[src/watchdog_pkg.sv]
// Shared constants and types of the window watchdog.
// Assumes one system clock and a byte-wide register port.
package watchdog_pkg;

    localparam int unsigned CLK_MHZ = 100;
    localparam int unsigned CNT_W = 17;

    localparam logic [7:0] CTL_OFFSET = 8'h3e;
    localparam logic [7:0] KEY_OFFSET = 8'h3f;

    localparam int unsigned WINDOW_POS = 7;
    localparam int unsigned DEBUG_STOP_POS = 6;
    localparam int unsigned WRITE_MASK_POS = 5;
    localparam int unsigned WAIT_HALT_POS = 4;
    localparam int unsigned STOP_RUN_POS = 3;
    localparam int unsigned RATE_MSB = 2;

    localparam logic WINDOW_RESET = 1'h0;
    localparam logic DEBUG_STOP_RESET = 1'h0;
    localparam logic WAIT_HALT_RESET = 1'h0;
    localparam logic STOP_RUN_RESET = 1'h0;
    localparam logic [2:0] RATE_RESET = 3'h0;
    localparam logic [2:0] RATE_OFF = 3'h0;
    localparam logic [2:0] RATE_LONGEST = 3'h7;

    localparam logic [7:0] KEY_FIRST = 8'h55;
    localparam logic [7:0] KEY_SECOND = 8'haa;

    typedef struct packed {
        logic window;
        logic debug_stop;
        logic wait_halt;
        logic stop_run;
        logic [2:0] rate;
    } ctl_s;

    typedef enum logic [1:0] {
        SVC_IDLE,
        SVC_ARMED,
        SVC_FAULT
    } svc_state_e;

    // Timeout length in counter cycles for a rate code; zero when disabled.
    function automatic logic [CNT_W-1:0] rate_period(input logic [2:0] rate);
        logic [CNT_W:0] one;
        one = {{CNT_W{1'b0}}, 1'b1};
        case (rate)
            3'h1: rate_period = CNT_W'(one << 6);
            3'h2: rate_period = CNT_W'(one << 8);
            3'h3: rate_period = CNT_W'(one << 10);
            3'h4: rate_period = CNT_W'(one << 12);
            3'h5: rate_period = CNT_W'(one << 14);
            3'h6: rate_period = CNT_W'(one << 15);
            3'h7: rate_period = CNT_W'(one << 16);
            default: rate_period = '0;
        endcase
    endfunction : rate_period

    // First count of the closing quarter of the period.
    function automatic logic [CNT_W-1:0] window_start(input logic [2:0] rate);
        logic [CNT_W-1:0] p;
        p = rate_period(rate);
        window_start = p - (p >> 2);
    endfunction : window_start

endpackage : watchdog_pkg

[src/window_watchdog_control.sv]
// Window watchdog: control and service registers, mode handling and reset request.
// Assumes a byte register port with one-cycle strobes and read data one cycle later.
//
// Functional notes
// - Counter stays stopped while the rate select field is zero.
// - Wait-halt clear keeps counting in wait; set stops and clears the counter.
// - Stop-run set keeps counting in stop; clear holds the count unchanged.
// - Debug-stop writable freely in special modes; otherwise only a one is accepted.
// - Window and rate take one write outside special modes, any number inside.
// - Writing zero rate or zero window changes nothing yet uses the single write.
// - Wait-halt and stop-run take one write outside special modes.
// - Period restarts on accepted non-zero rate write unmasked, or debug-stop rising.
// - Write mask is write-only; when set, protected fields and allowance are untouched.
// - In window mode a service write in the first 75% requests reset.
// - Second key after first restarts timing; software waits for the next window.
// - Debug-stop set halts watchdog and tick counters during active debug.
// - Non-zero rate enables counting; expiry requests a system reset.
// - Enabled, debugging, debug-stop clear, special mode: longest period, no window.
// - Control reads anytime, bit 5 reads zero, fields at bits 7,6,4,3,2..0.
// - Rate codes 1..7 give 2^6,8,10,12,14,15,16 cycles; code 0 disables.
// - Keys are first then second value; any other value requests immediate reset.
// - Service register reads zero and accepts writes at any time.
// - With rate zero, service writes do nothing and never request reset.
//
// The strobed register port was decided locally.
`timescale 1ns/1ps
`default_nettype none
module window_watchdog_control (
    input wire logic clk_sys,
    input wire logic rst,
    input wire logic [7:0] addr,
    input wire logic [7:0] wdata,
    input wire logic wr_en,
    input wire logic rd_en,
    input wire logic special_mode,
    input wire logic wait_mode,
    input wire logic stop_mode,
    input wire logic debug_active_mode,
    output logic [7:0] rdata,
    output logic reset_request,
    output logic tick_halt,
    output logic counter_running
);

    watchdog_pkg::ctl_s ctl_q;
    watchdog_pkg::ctl_s wr_ctl;
    logic fields_locked_q;
    logic [7:0] rdata_q;
    logic reset_request_q;
    logic tick_halt_q;
    logic running_q;
    logic wait_mode_q;
    watchdog_pkg::svc_state_e svc_q;

    logic ctl_wr;
    logic key_wr;
    logic fields_open;
    logic field_write;
    logic rate_restart;
    logic debug_restart;
    logic svc_restart;
    logic svc_fault;
    logic enabled;
    logic debug_override;
    logic [2:0] eff_rate;
    logic eff_window;
    logic debug_halt;
    logic wait_halt_now;
    logic wait_entry;
    logic stop_hold;
    logic run;
    logic restart;
    logic expired;
    logic window_open;

    assign ctl_wr = wr_en && (addr == watchdog_pkg::CTL_OFFSET);
    assign key_wr = wr_en && (addr == watchdog_pkg::KEY_OFFSET);

    assign wr_ctl.window = wdata[watchdog_pkg::WINDOW_POS];
    assign wr_ctl.debug_stop = wdata[watchdog_pkg::DEBUG_STOP_POS];
    assign wr_ctl.wait_halt = wdata[watchdog_pkg::WAIT_HALT_POS];
    assign wr_ctl.stop_run = wdata[watchdog_pkg::STOP_RUN_POS];
    assign wr_ctl.rate = wdata[watchdog_pkg::RATE_MSB:0];

    // Protected fields may be written when not yet locked or in special modes.
    assign fields_open = special_mode || !fields_locked_q;
    assign field_write = ctl_wr && !wdata[watchdog_pkg::WRITE_MASK_POS] && fields_open;

    // Only a non-zero value written under an open, unmasked write restarts the period.
    assign rate_restart = field_write && (wr_ctl.rate != watchdog_pkg::RATE_OFF);
    assign debug_restart = ctl_wr && !ctl_q.debug_stop && wr_ctl.debug_stop;

    // Field register: window and rate ignore zero writes outside special modes.
    // Debug-stop is outside the mask and outside the write-once lock; it shares this
    // process so that the whole control word has a single driver.
    always_ff @(posedge clk_sys) begin
        if (rst) begin
            ctl_q.window <= watchdog_pkg::WINDOW_RESET;
            ctl_q.debug_stop <= watchdog_pkg::DEBUG_STOP_RESET;
            ctl_q.wait_halt <= watchdog_pkg::WAIT_HALT_RESET;
            ctl_q.stop_run <= watchdog_pkg::STOP_RUN_RESET;
            ctl_q.rate <= watchdog_pkg::RATE_RESET;
        end else begin
            if (field_write) begin
                if (special_mode || wr_ctl.window) begin
                    ctl_q.window <= wr_ctl.window;
                end
                if (special_mode || (wr_ctl.rate != watchdog_pkg::RATE_OFF)) begin
                    ctl_q.rate <= wr_ctl.rate;
                end
                ctl_q.wait_halt <= wr_ctl.wait_halt;
                ctl_q.stop_run <= wr_ctl.stop_run;
            end
            if (ctl_wr && (special_mode || wr_ctl.debug_stop)) begin
                ctl_q.debug_stop <= wr_ctl.debug_stop;
            end
        end
    end

    // A masked write leaves the allowance intact; any other write outside special modes uses it up.
    always_ff @(posedge clk_sys) begin
        if (rst) begin
            fields_locked_q <= 1'b0;
        end else if (ctl_wr && !wdata[watchdog_pkg::WRITE_MASK_POS] && !special_mode) begin
            fields_locked_q <= 1'b1;
        end
    end

    assign enabled = (ctl_q.rate != watchdog_pkg::RATE_OFF);

    // During a debug session in special mode with debug-stop clear, the software
    // settings are overridden so the debugger never meets a short window.
    assign debug_override = enabled && debug_active_mode && !ctl_q.debug_stop
        && special_mode;
    assign eff_rate = debug_override ? watchdog_pkg::RATE_LONGEST : ctl_q.rate;
    assign eff_window = ctl_q.window && !debug_override;

    assign debug_halt = debug_active_mode && ctl_q.debug_stop;
    assign wait_halt_now = wait_mode && ctl_q.wait_halt;
    assign wait_entry = wait_mode && !wait_mode_q;
    assign stop_hold = stop_mode && !ctl_q.stop_run;

    assign run = enabled && !debug_halt && !wait_halt_now && !stop_hold;

    // Counter and registers share one clock here, so each request is a single
    // cycle pulse seen exactly once by the counter and never repeated.
    assign restart = rate_restart || debug_restart || svc_restart
        || (wait_entry && ctl_q.wait_halt);

    always_ff @(posedge clk_sys) begin
        if (rst) begin
            wait_mode_q <= 1'b0;
        end else begin
            wait_mode_q <= wait_mode;
        end
    end

    watchdog_counter u_counter (
        .clk_sys(clk_sys),
        .rst(rst),
        .run(run),
        .restart(restart),
        .rate(eff_rate),
        .expired(expired),
        .window_open(window_open)
    );

    // Service sequencer: first key arms, second key completes the service.
    always_comb begin
        svc_restart = 1'b0;
        svc_fault = 1'b0;
        if (key_wr && enabled) begin
            if (eff_window && !window_open) begin
                svc_fault = 1'b1;
            end else if (wdata == watchdog_pkg::KEY_FIRST) begin
                svc_fault = 1'b0;
            end else if (wdata == watchdog_pkg::KEY_SECOND) begin
                svc_restart = (svc_q == watchdog_pkg::SVC_ARMED);
                svc_fault = eff_window && (svc_q != watchdog_pkg::SVC_ARMED);
            end else begin
                svc_fault = 1'b1;
            end
        end
    end

    always_ff @(posedge clk_sys) begin
        if (rst) begin
            svc_q <= watchdog_pkg::SVC_IDLE;
        end else begin
            case (svc_q)
                watchdog_pkg::SVC_IDLE: begin
                    if (svc_fault) begin
                        svc_q <= watchdog_pkg::SVC_FAULT;
                    end else if (key_wr && enabled && wdata == watchdog_pkg::KEY_FIRST) begin
                        svc_q <= watchdog_pkg::SVC_ARMED;
                    end
                end
                watchdog_pkg::SVC_ARMED: begin
                    if (svc_fault) begin
                        svc_q <= watchdog_pkg::SVC_FAULT;
                    end else if (svc_restart) begin
                        svc_q <= watchdog_pkg::SVC_IDLE;
                    end
                end
                watchdog_pkg::SVC_FAULT: begin
                    svc_q <= watchdog_pkg::SVC_FAULT;
                end
                default: begin
                    svc_q <= watchdog_pkg::SVC_IDLE;
                end
            endcase
        end
    end

    // The request is held until the system reset it causes clears the block.
    always_ff @(posedge clk_sys) begin
        if (rst) begin
            reset_request_q <= 1'b0;
        end else if (expired || svc_fault) begin
            reset_request_q <= 1'b1;
        end
    end

    always_ff @(posedge clk_sys) begin
        if (rst) begin
            tick_halt_q <= 1'b0;
            running_q <= 1'b0;
        end else begin
            tick_halt_q <= debug_halt;
            running_q <= run;
        end
    end

    // Read port; the write mask and the service register always read zero.
    always_ff @(posedge clk_sys) begin
        if (rst) begin
            rdata_q <= 8'h00;
        end else if (rd_en && addr == watchdog_pkg::CTL_OFFSET) begin
            rdata_q <= {ctl_q.window, ctl_q.debug_stop, 1'b0, ctl_q.wait_halt,
                        ctl_q.stop_run, ctl_q.rate};
        end else begin
            rdata_q <= 8'h00;
        end
    end

    assign rdata = rdata_q;
    assign reset_request = reset_request_q;
    assign tick_halt = tick_halt_q;
    assign counter_running = running_q;

endmodule : window_watchdog_control
`default_nettype wire

[src/watchdog_counter.sv]
// Timeout counter of the watchdog.
// Assumes the control logic supplies a rate that is non-zero while run is high.
`timescale 1ns/1ps
`default_nettype none
module watchdog_counter (
    input wire logic clk_sys,
    input wire logic rst,
    input wire logic run,
    input wire logic restart,
    input wire logic [2:0] rate,
    output logic expired,
    output logic window_open
);

    logic [watchdog_pkg::CNT_W-1:0] count_q;
    logic [watchdog_pkg::CNT_W-1:0] count_d;
    logic [watchdog_pkg::CNT_W-1:0] last_count;

    always_comb begin
        last_count = watchdog_pkg::rate_period(rate) - 17'h00001;
        expired = run && !restart && (count_q >= last_count);
        window_open = (count_q >= watchdog_pkg::window_start(rate));
        if (restart || expired) begin
            count_d = '0;
        end else if (run) begin
            count_d = count_q + 17'h00001;
        end else begin
            count_d = count_q;
        end
    end

    always_ff @(posedge clk_sys) begin
        if (rst) begin
            count_q <= '0;
        end else begin
            count_q <= count_d;
        end
    end

endmodule : watchdog_counter
`default_nettype wire

[config.mk]
export PLATFORM = sky130hd
export DESIGN_NAME = window_watchdog_control
export DESIGN_NICKNAME = d
export VERILOG_FILES = /design/src/watchdog_pkg.sv /design/src/window_watchdog_control.sv /design/src/watchdog_counter.sv
export SDC_FILE = /design/constraint.sdc
export NUM_CORES = 1
export LEC_CHECK = 0
export BUFFER_PORTS_ARGS = -buffer_cell sky130_fd_sc_hd__buf_2
export CAP_MARGIN = 20
export CORE_MARGIN = 10
export CORE_UTILIZATION = 47
export CTS_BUF_LIST = sky130_fd_sc_hd__clkbuf_16
export CTS_CLUSTER_SIZE = 20
export DETAILED_ROUTE_END_ITERATION = 7
export HOLD_SLACK_MARGIN = 0.1
export PLACE_DENSITY = 0.65
export SLEW_MARGIN = 20
export SYNTH_ARGS = -nofsm -noshare
export SYNTH_HDL_FRONTEND = slang
export SYNTH_HIERARCHICAL = 1
export SYNTH_SLANG_ARGS = --single-unit
export TNS_END_PERCENT = 20
[constraint.sdc]
create_clock -name clk_sys -period 16.3 [get_ports clk_sys]
set_input_delay 1.63 -clock clk_sys [delete_from_list [all_inputs] [get_ports clk_sys]]
set_output_delay 1.63 -clock clk_sys [all_outputs]
set_load 0.05 [all_outputs]
==> flow_summary_export.csv, run 1 <==
group,metric,value,unit
power,power_density,64.1,nW/um^2
route,finalWirelength,6080,um
layout,final_cell_mix,"dfxtp_1 (38), nor2_1 (37), ha_1 (35)",
route,drt_first_pass_iters,4,
clock_tree,clk_pin_slew,0.06,ns
sta,clock_skew,0.00587,ns
grt,grt_pass1_vias,2207,
outcome,status,"finished, final reports clean",
logic_synthesis,synth_compound_area_share,12.9,%
setup_path,endpoint_kind,"flop",
floorplan,rows,27,
sta,tns,0,ns
setup_path,critPathArrivalTime,6.83,ns
setup_path,cp-start-kind,"input port",
clock_tree,cts_sinks,38,
grt,grt_max_degree,18,
logic_synthesis,async_flop_share,0,%
logic_synthesis,yosys.area_share.adder,16.4,%
setup_path,crit_path_max_fanout,17,
sta,fin_crit_sh,40.6,%
layout,drive_above_1_share,17.3,%
layout,n_antenna_cell,0,
floorplan,die-area,9090,um^2
clock_tree,post_cts_buffers,0,
route,drt_iter0_markers,111,
logic_synthesis,synth_area_leaders,"dfxtp_1 (29%), ha_1 (16%), nor2_1 (5.2%), nand2_1 (4.1%), xor2_1 (3.9%)",
power,vdd_drop_max,0.0397,mV
layout,nets,404,
logic_synthesis,synth.distinct_cells,59,
setup_path,reg2reg_from,"ctl_q[2]$_SDFFE_PP0P_",
floorplan,io-pin-count,35,
logic_synthesis,synth-main-ff-cell,"dfxtp_1",
sta,slew_violations,0,
worst_hold_path,worstHoldPathType,"flop to flop",
sta,max_freq,151,MHz
clock_tree,clkLatencyLatePin,0.28,ns
worst_hold_path,min_from,"ctl_q[3]$_SDFFE_PP0P_",
floorplan,die_w,95.3,um
route,wl_met3,268,um
clock_tree,htreeDepth,2,
clock_tree,cts_resized,0,
route,vias,2279,
logic_synthesis,syn_inst,312,
placement,preCtsSetupSlack,9.47,ns
route,post-route-drc-count,0,
route,ant_nets,0,
logic_synthesis,synth_top_family_by_area,"simple AND/OR/NAND/NOR gates",
placement,place_congestion,0.890,
setup_path,r2r_end,"u_counter/count_q[13]$_SDFFE_PP0P_",
floorplan,coreArea,5510,um^2
layout,synthToLayoutAreaGrowth,13.3,%
worst_hold_path,holdPathStages,1,
logic_synthesis,synth_nets,371,
logic_synthesis,yosysWarnings,6,
grt,grt_pass1_wl,10400,um
setup_path,cp.required,16.51,ns
clock_tree,cts_buffer_depth,2,
setup_path,crit_type,"input port to flop",
logic_synthesis,ys_ff_latch,38,
sta,period_minus_slack,6.62,ns
placement,dpl.hpwl,4760,um
sta,fin_ws,9.68,ns
grt,antenna_found_initial,0,
floorplan,initial_core_util,48.4,%
power,p_leak,1.30,nW
clock_tree,cts_tree,"built",
logic_synthesis,synth_mux_area_share,2.67,%
setup_path,rrSetupSlack,10.54,ns
logic_synthesis,synth-simple-area-share,28.9,%
route,met2_length,2720,um
logic_synthesis,synth_xor_area_share,6.90,%
sta,slew_headroom,35.7,%
logic_synthesis,ys_seq_area_share,28.5,%
sta,finalSetupViolCount,0,
grt,grt_overflow_total,0,
logic_synthesis,yosysTopAreaCellShare,28.5,%
logic_synthesis,syn-cell-area,2670,um^2
logic_synthesis,synth_top_area_cell,"dfxtp_1",
worst_hold_path,hold-path-endpoint,"rdata[3]$_SDFF_PP0_",
route,via_per_inst,5.45,
logic_synthesis,syn_area_per_cell,8.55,um^2
placement,port_buffers,33,
clock_tree,clock-root-buffer,"clkbuf_16",
sta,rsz0062_at_grt,"no",
sta,hold_viol,0,
run,cap_violations,0,
route,wl_per_cell,14.5,um
layout,final_common_cell,"dfxtp_1",
sta,worst_pin_slew,0.957,ns
clock_tree,hold_buffers,0,
grt,grt_use_total,14.1,%
floorplan,die_h,95.3,um
setup_path,reg2reg_depth,25,
route,dr.max_layer_used,"met4",
clock_tree,cts_buffers,5,
route,met1_length,3030,um
logic_synthesis,synth_edf_count,0,
## worst max-delay path by stage
stage	startpoint	end	slack (ns)	cells past startpoint
detailed placement	special_mode	u_counter/count_q[12]$_SDFFE_PP0P_	9.47	26
global placement	special_mode	u_counter/count_q[3]$_SDFFE_PP0P_	9.65	26
floorplan	special_mode	u_counter/count_q[5]$_SDFFE_PP0P_	10.0	27
CTS	special_mode	u_counter/count_q[13]$_SDFFE_PP0P_	9.72	26
finish	special_mode	u_counter/count_q[13]$_SDFFE_PP0P_	9.68	26
global route	special_mode	u_counter/count_q[0]$_SDFFE_PP0P_	9.15	25
## registers in the layout (all words and copies together) (netlist names)
register           count
ctl_q                  7
tick_halt              1
wait_mode_q            1
reset_request          1
counter_running        1
fields_locked_q        1
svc_q                  2
u_counter/count_q     17
rdata                  7
## report_power, final
group	internal, mW	switching [mW]	total (mW)
sequential	0.0930	0.0000576	0.0931
combinational	0.00356	0.00521	0.00877
clock	0.0553	0.0365	0.0918
## routing by layer
layer,up-vias,GRT usage (%)
met3,6,3.69
met2,49,22.3
met5,-,0
met1,1049,18.4
met4,0,3.62
li1,1175,-
## cells in the mapped netlist, drive strengths merged, types with 9 or more instances
library cell	instances
a21oi	15
dfxtp	38
ha	35
inv	15
nand2	29
nand3	11
nor2	37
nor3	14
xnor2	9
xor2	12
## final cells by class
class	instances	area [um^2]
Fill cell	536	2490
Multi-Input combinational cell	252	1810
Sequential cell	38	761
Timing Repair Buffer	33	165
Clock buffer	5	125
Tap cell	72	90.1
Inverter	15	56.3
Clock inverter	3	12.5
## logic make-up after synthesis
group | after synthesis
simple gates | 141
flops | 38
buf+inv | 22
fa+ha+maj | 35
xor+xnor | 21
mux | 7
other cells | 1
compound gates | 47
## metrics by stage
stage               instances  hold slack, ns  utilization (%)  total power, mW  instance area, um^2
floorplan                 312           0.442                -           0.0995                 2670
global placement          410           0.480             52.4            0.104                 2880
detailed placement        410           0.487             52.4            0.104                 2880
CTS                       418           0.503             54.9            0.195                 3020
global route              418           0.528             54.9            0.200                 3020
finish                    418           0.499             54.9            0.194                 3020
## worst max-delay path, cell delays in order
cell      delay, ns
buf_2          0.10
nand2_1        0.08
nor3_1         0.22
or2_2          0.30
nand2_1        0.13
or2_2          0.34
ha_1           0.38
nor3_1         0.33
a211o_1        0.25
mux2_1         0.33
nand2_1        0.07
ha_1           0.15
nand2_1        0.08
nor3_1         0.27
o311ai_0       0.19
a31oi_1        0.25
inv_1          0.06
o311ai_1       0.12
inv_1          0.10
o32a_2         0.37
o221ai_1       0.12
nand4b_1       0.18
o32ai_1        0.09
nor3_1         0.27
o21ai_4        0.22
nor2_1         0.17
(Power assumes the default switching activity.)
==> run 2: changes to the inputs <==
--- a/config.mk
+++ b/config.mk
@@ -13,7 +13,7 @@
 export CTS_CLUSTER_SIZE = 20
 export DETAILED_ROUTE_END_ITERATION = 7
 export HOLD_SLACK_MARGIN = 0.1
-export PLACE_DENSITY = 0.65
+export PLACE_DENSITY = 0.68
 export SLEW_MARGIN = 20
 export SYNTH_ARGS = -nofsm -noshare
 export SYNTH_HDL_FRONTEND = slang
==> constraint.sdc (replaced) <==
create_clock -name clk_sys -period 5.96 [get_ports clk_sys]
set_input_delay 0.596 -clock clk_sys [delete_from_list [all_inputs] [get_ports clk_sys]]
set_output_delay 0.596 -clock clk_sys [all_outputs]
set_load 0.05 [all_outputs]
==> flow_summary_export.csv, run 2 (synthesized netlist as in run 1, its figures left out) <==
group,metric,value,unit
sta,fin_hold_ws,0.505,ns
clock_tree,hold_buffers,0,
layout,n_antenna_cell,0,
clock_tree,cts_tree,"built",
worst_hold_path,min_from,"ctl_q[4]$_SDFFE_PP0P_",
layout,largest_register,"u_counter/count_q",
power,swShare,21.6,%
clock_tree,cts_buffers,5,
power,p_int,0.417,mW
layout,final_cell_mix,"dfxtp_1 (38), nor2_1 (37), ha_1 (35)",
route,finalWirelength,6080,um
clock_tree,cts_sinks,38,
route,ant_nets,0,
sta,max_freq,184,MHz
placement,port_buffers,33,
setup_path,cp.required,6.17,ns
sta,rsz0062_at_grt,"no",
worst_hold_path,worstHoldPathType,"flop to flop",
power,p_comb_share,4.9,%
route,wl_per_cell,14.4,um
clock_tree,clk_pin_slew,0.06,ns
floorplan,io-pin-count,35,
sta,clock_skew,0.00498,ns
placement,place_congestion,0.921,
floorplan,coreArea,5510,um^2
grt,grt_pass1_wl,10400,um
clock_tree,htreeDepth,2,
setup_path,endpoint_kind,"flop",
sta,fin_crit_sh,91.4,%
layout,nets,407,
power,p_clk_share,47.2,%
setup_path,slowest_delay,0.42,ns
floorplan,die-area,9090,um^2
placement,dpl.hpwl,4760,um
sta,worst_pin_slew,0.918,ns
power,p_leak,1.32,nW
floorplan,initial_core_util,48.4,%
power,power_density,173,nW/um^2
power,vdd_drop_max,0.160,mV
power,seqPwrFrac,47.9,%
floorplan,die_h,95.3,um
route,vias,2274,
grt,antenna_found_initial,0,
grt,grt_overflow_total,0,
setup_path,crit_top_cell,"nand2_1",
clock_tree,clock-root-buffer,"clkbuf_16",
setup_path,reg2reg_from,"ctl_q[0]$_SDFFE_PP0P_",
run,cap_violations,0,
setup_path,cp.buffers_inverters,3,
setup_path,cp-start-kind,"flop",
setup_path,critPathArrivalTime,5.66,ns
layout,final_cells,421,
sta,slew_violations,0,
outcome,status,"finished, final reports clean",
route,via_per_inst,5.40,
setup_path,crit_start,"ctl_q[0]$_SDFFE_PP0P_",
grt,grt_max_degree,18,
layout,drive_above_1_share,18.9,%
placement,placed_cells,410,
route,post-route-drc-count,0,
layout,synthToLayoutAreaGrowth,15.3,%
route,drt_iter0_markers,83,
floorplan,die_w,95.3,um
clock_tree,cts_buffer_depth,2,
sta,period_minus_slack,5.44,ns
layout,largest_register_ff_count,17,
setup_path,crit_type,"flop to flop",
setup_path,critical_path.top_delay_family,"simple AND/OR/NAND/NOR gates",
clock_tree,clkLatencyLatePin,0.28,ns
grt,grt_use_total,14.0,%
power,switching_power,0.115,mW
sta,hold_viol,0,
setup_path,crit_path_top_delay_cell,"dfxtp_1",
layout,final_common_cell,"dfxtp_1",
sta,fin_ws,0.515,ns
sta,slew_headroom,38.3,%
setup_path,crit_path_max_fanout,17,
floorplan,rows,27,
grt,grt_pass1_vias,2201,
placement,preCtsSetupSlack,0.151,ns
sta,finalSetupViolCount,0,
sta,tns,0,ns
route,drt_first_pass_iters,4,
-- run 2: cell count changes in the layout (fill, tap and decap cells not counted) --
cell,before,now
nor3_2,1,2
buf_12,0,1
nand2_2,0,1
buf_4,0,2
nor3_4,0,1
nor3_1,13,11
nand2_1,29,28
-- run 2: metal layers --
layer	routed length, um	GRT usage, %
met1	2870	17.7
met2	2850	22.4
met3	276	3.77
met4	92	4.49
met5	0	0
-- run 2: area by class of cell --
type	count	area (um^2)
tap	72	90.1
timing repair buffer	36	200
inverter	15	56.3
sequential	38	761
fill	497	2430
clock buffer	5	125
multi-input combinational	252	1830
clock inverter	3	12.5
-- run 2: power groups by stage --
stage	Combinational [mW]	Clock (mW)	Sequential, mW
floorplan	0.0119	0	0.260
global placement	0.0235	0	0.260
detailed placement	0.0238	0	0.260
CTS	0.0239	0.256	0.255
global route	0.0286	0.267	0.254
finish	0.0261	0.251	0.255
-- run 2: worst reg2reg max path, stage by stage (launching register included) --
cell      delay (ns)
dfxtp_1         0.42
nor3_4          0.07
nor3_1          0.26
or2_2           0.30
nand2_1         0.13
or2_2           0.34
ha_1            0.39
nor3_2          0.28
a211o_1         0.23
mux2_1          0.33
nand2_1         0.07
ha_1            0.15
nand2_1         0.06
nor3_1          0.23
o311ai_0        0.21
a31oi_1         0.24
inv_1           0.07
o311ai_1        0.14
inv_1           0.10
o32a_2          0.39
o221ai_1        0.14
nand4b_1        0.18
o32ai_1         0.11
nor3_2          0.19
o21ai_4         0.09
buf_12          0.16
nor2_1          0.10
-- run 2: per-stage QoR --
step	area, um^2	utilization (%)	power [mW]
4_1_cts	3020	54.9	0.534
2_1_floorplan	2670	-	0.272
3_5_place_dp	2880	52.4	0.284
6_report	3070	55.8	0.532
3_3_place_gp	2880	52.4	0.284
5_1_grt	3070	55.8	0.551
-- run 2: worst paths after layout --
path	to	slack, ns	cells past startpoint
worst max-delay path	u_counter/count_q[13]$_SDFFE_PP0P_	0.52	26
worst min-delay path	rdata[4]$_SDFF_PP0_	0.51	1
worst max register to register	u_counter/count_q[13]$_SDFFE_PP0P_	0.52	26
worst min register to register	rdata[4]$_SDFF_PP0_	0.51	1
-- run 2: timing repair --
item                                    in CTS  in global routing
setup buffers                                0                  3
endpoints found under the setup margin       0                 18
resized for setup                            0                  4
hold endpoints to repair                     0                  0
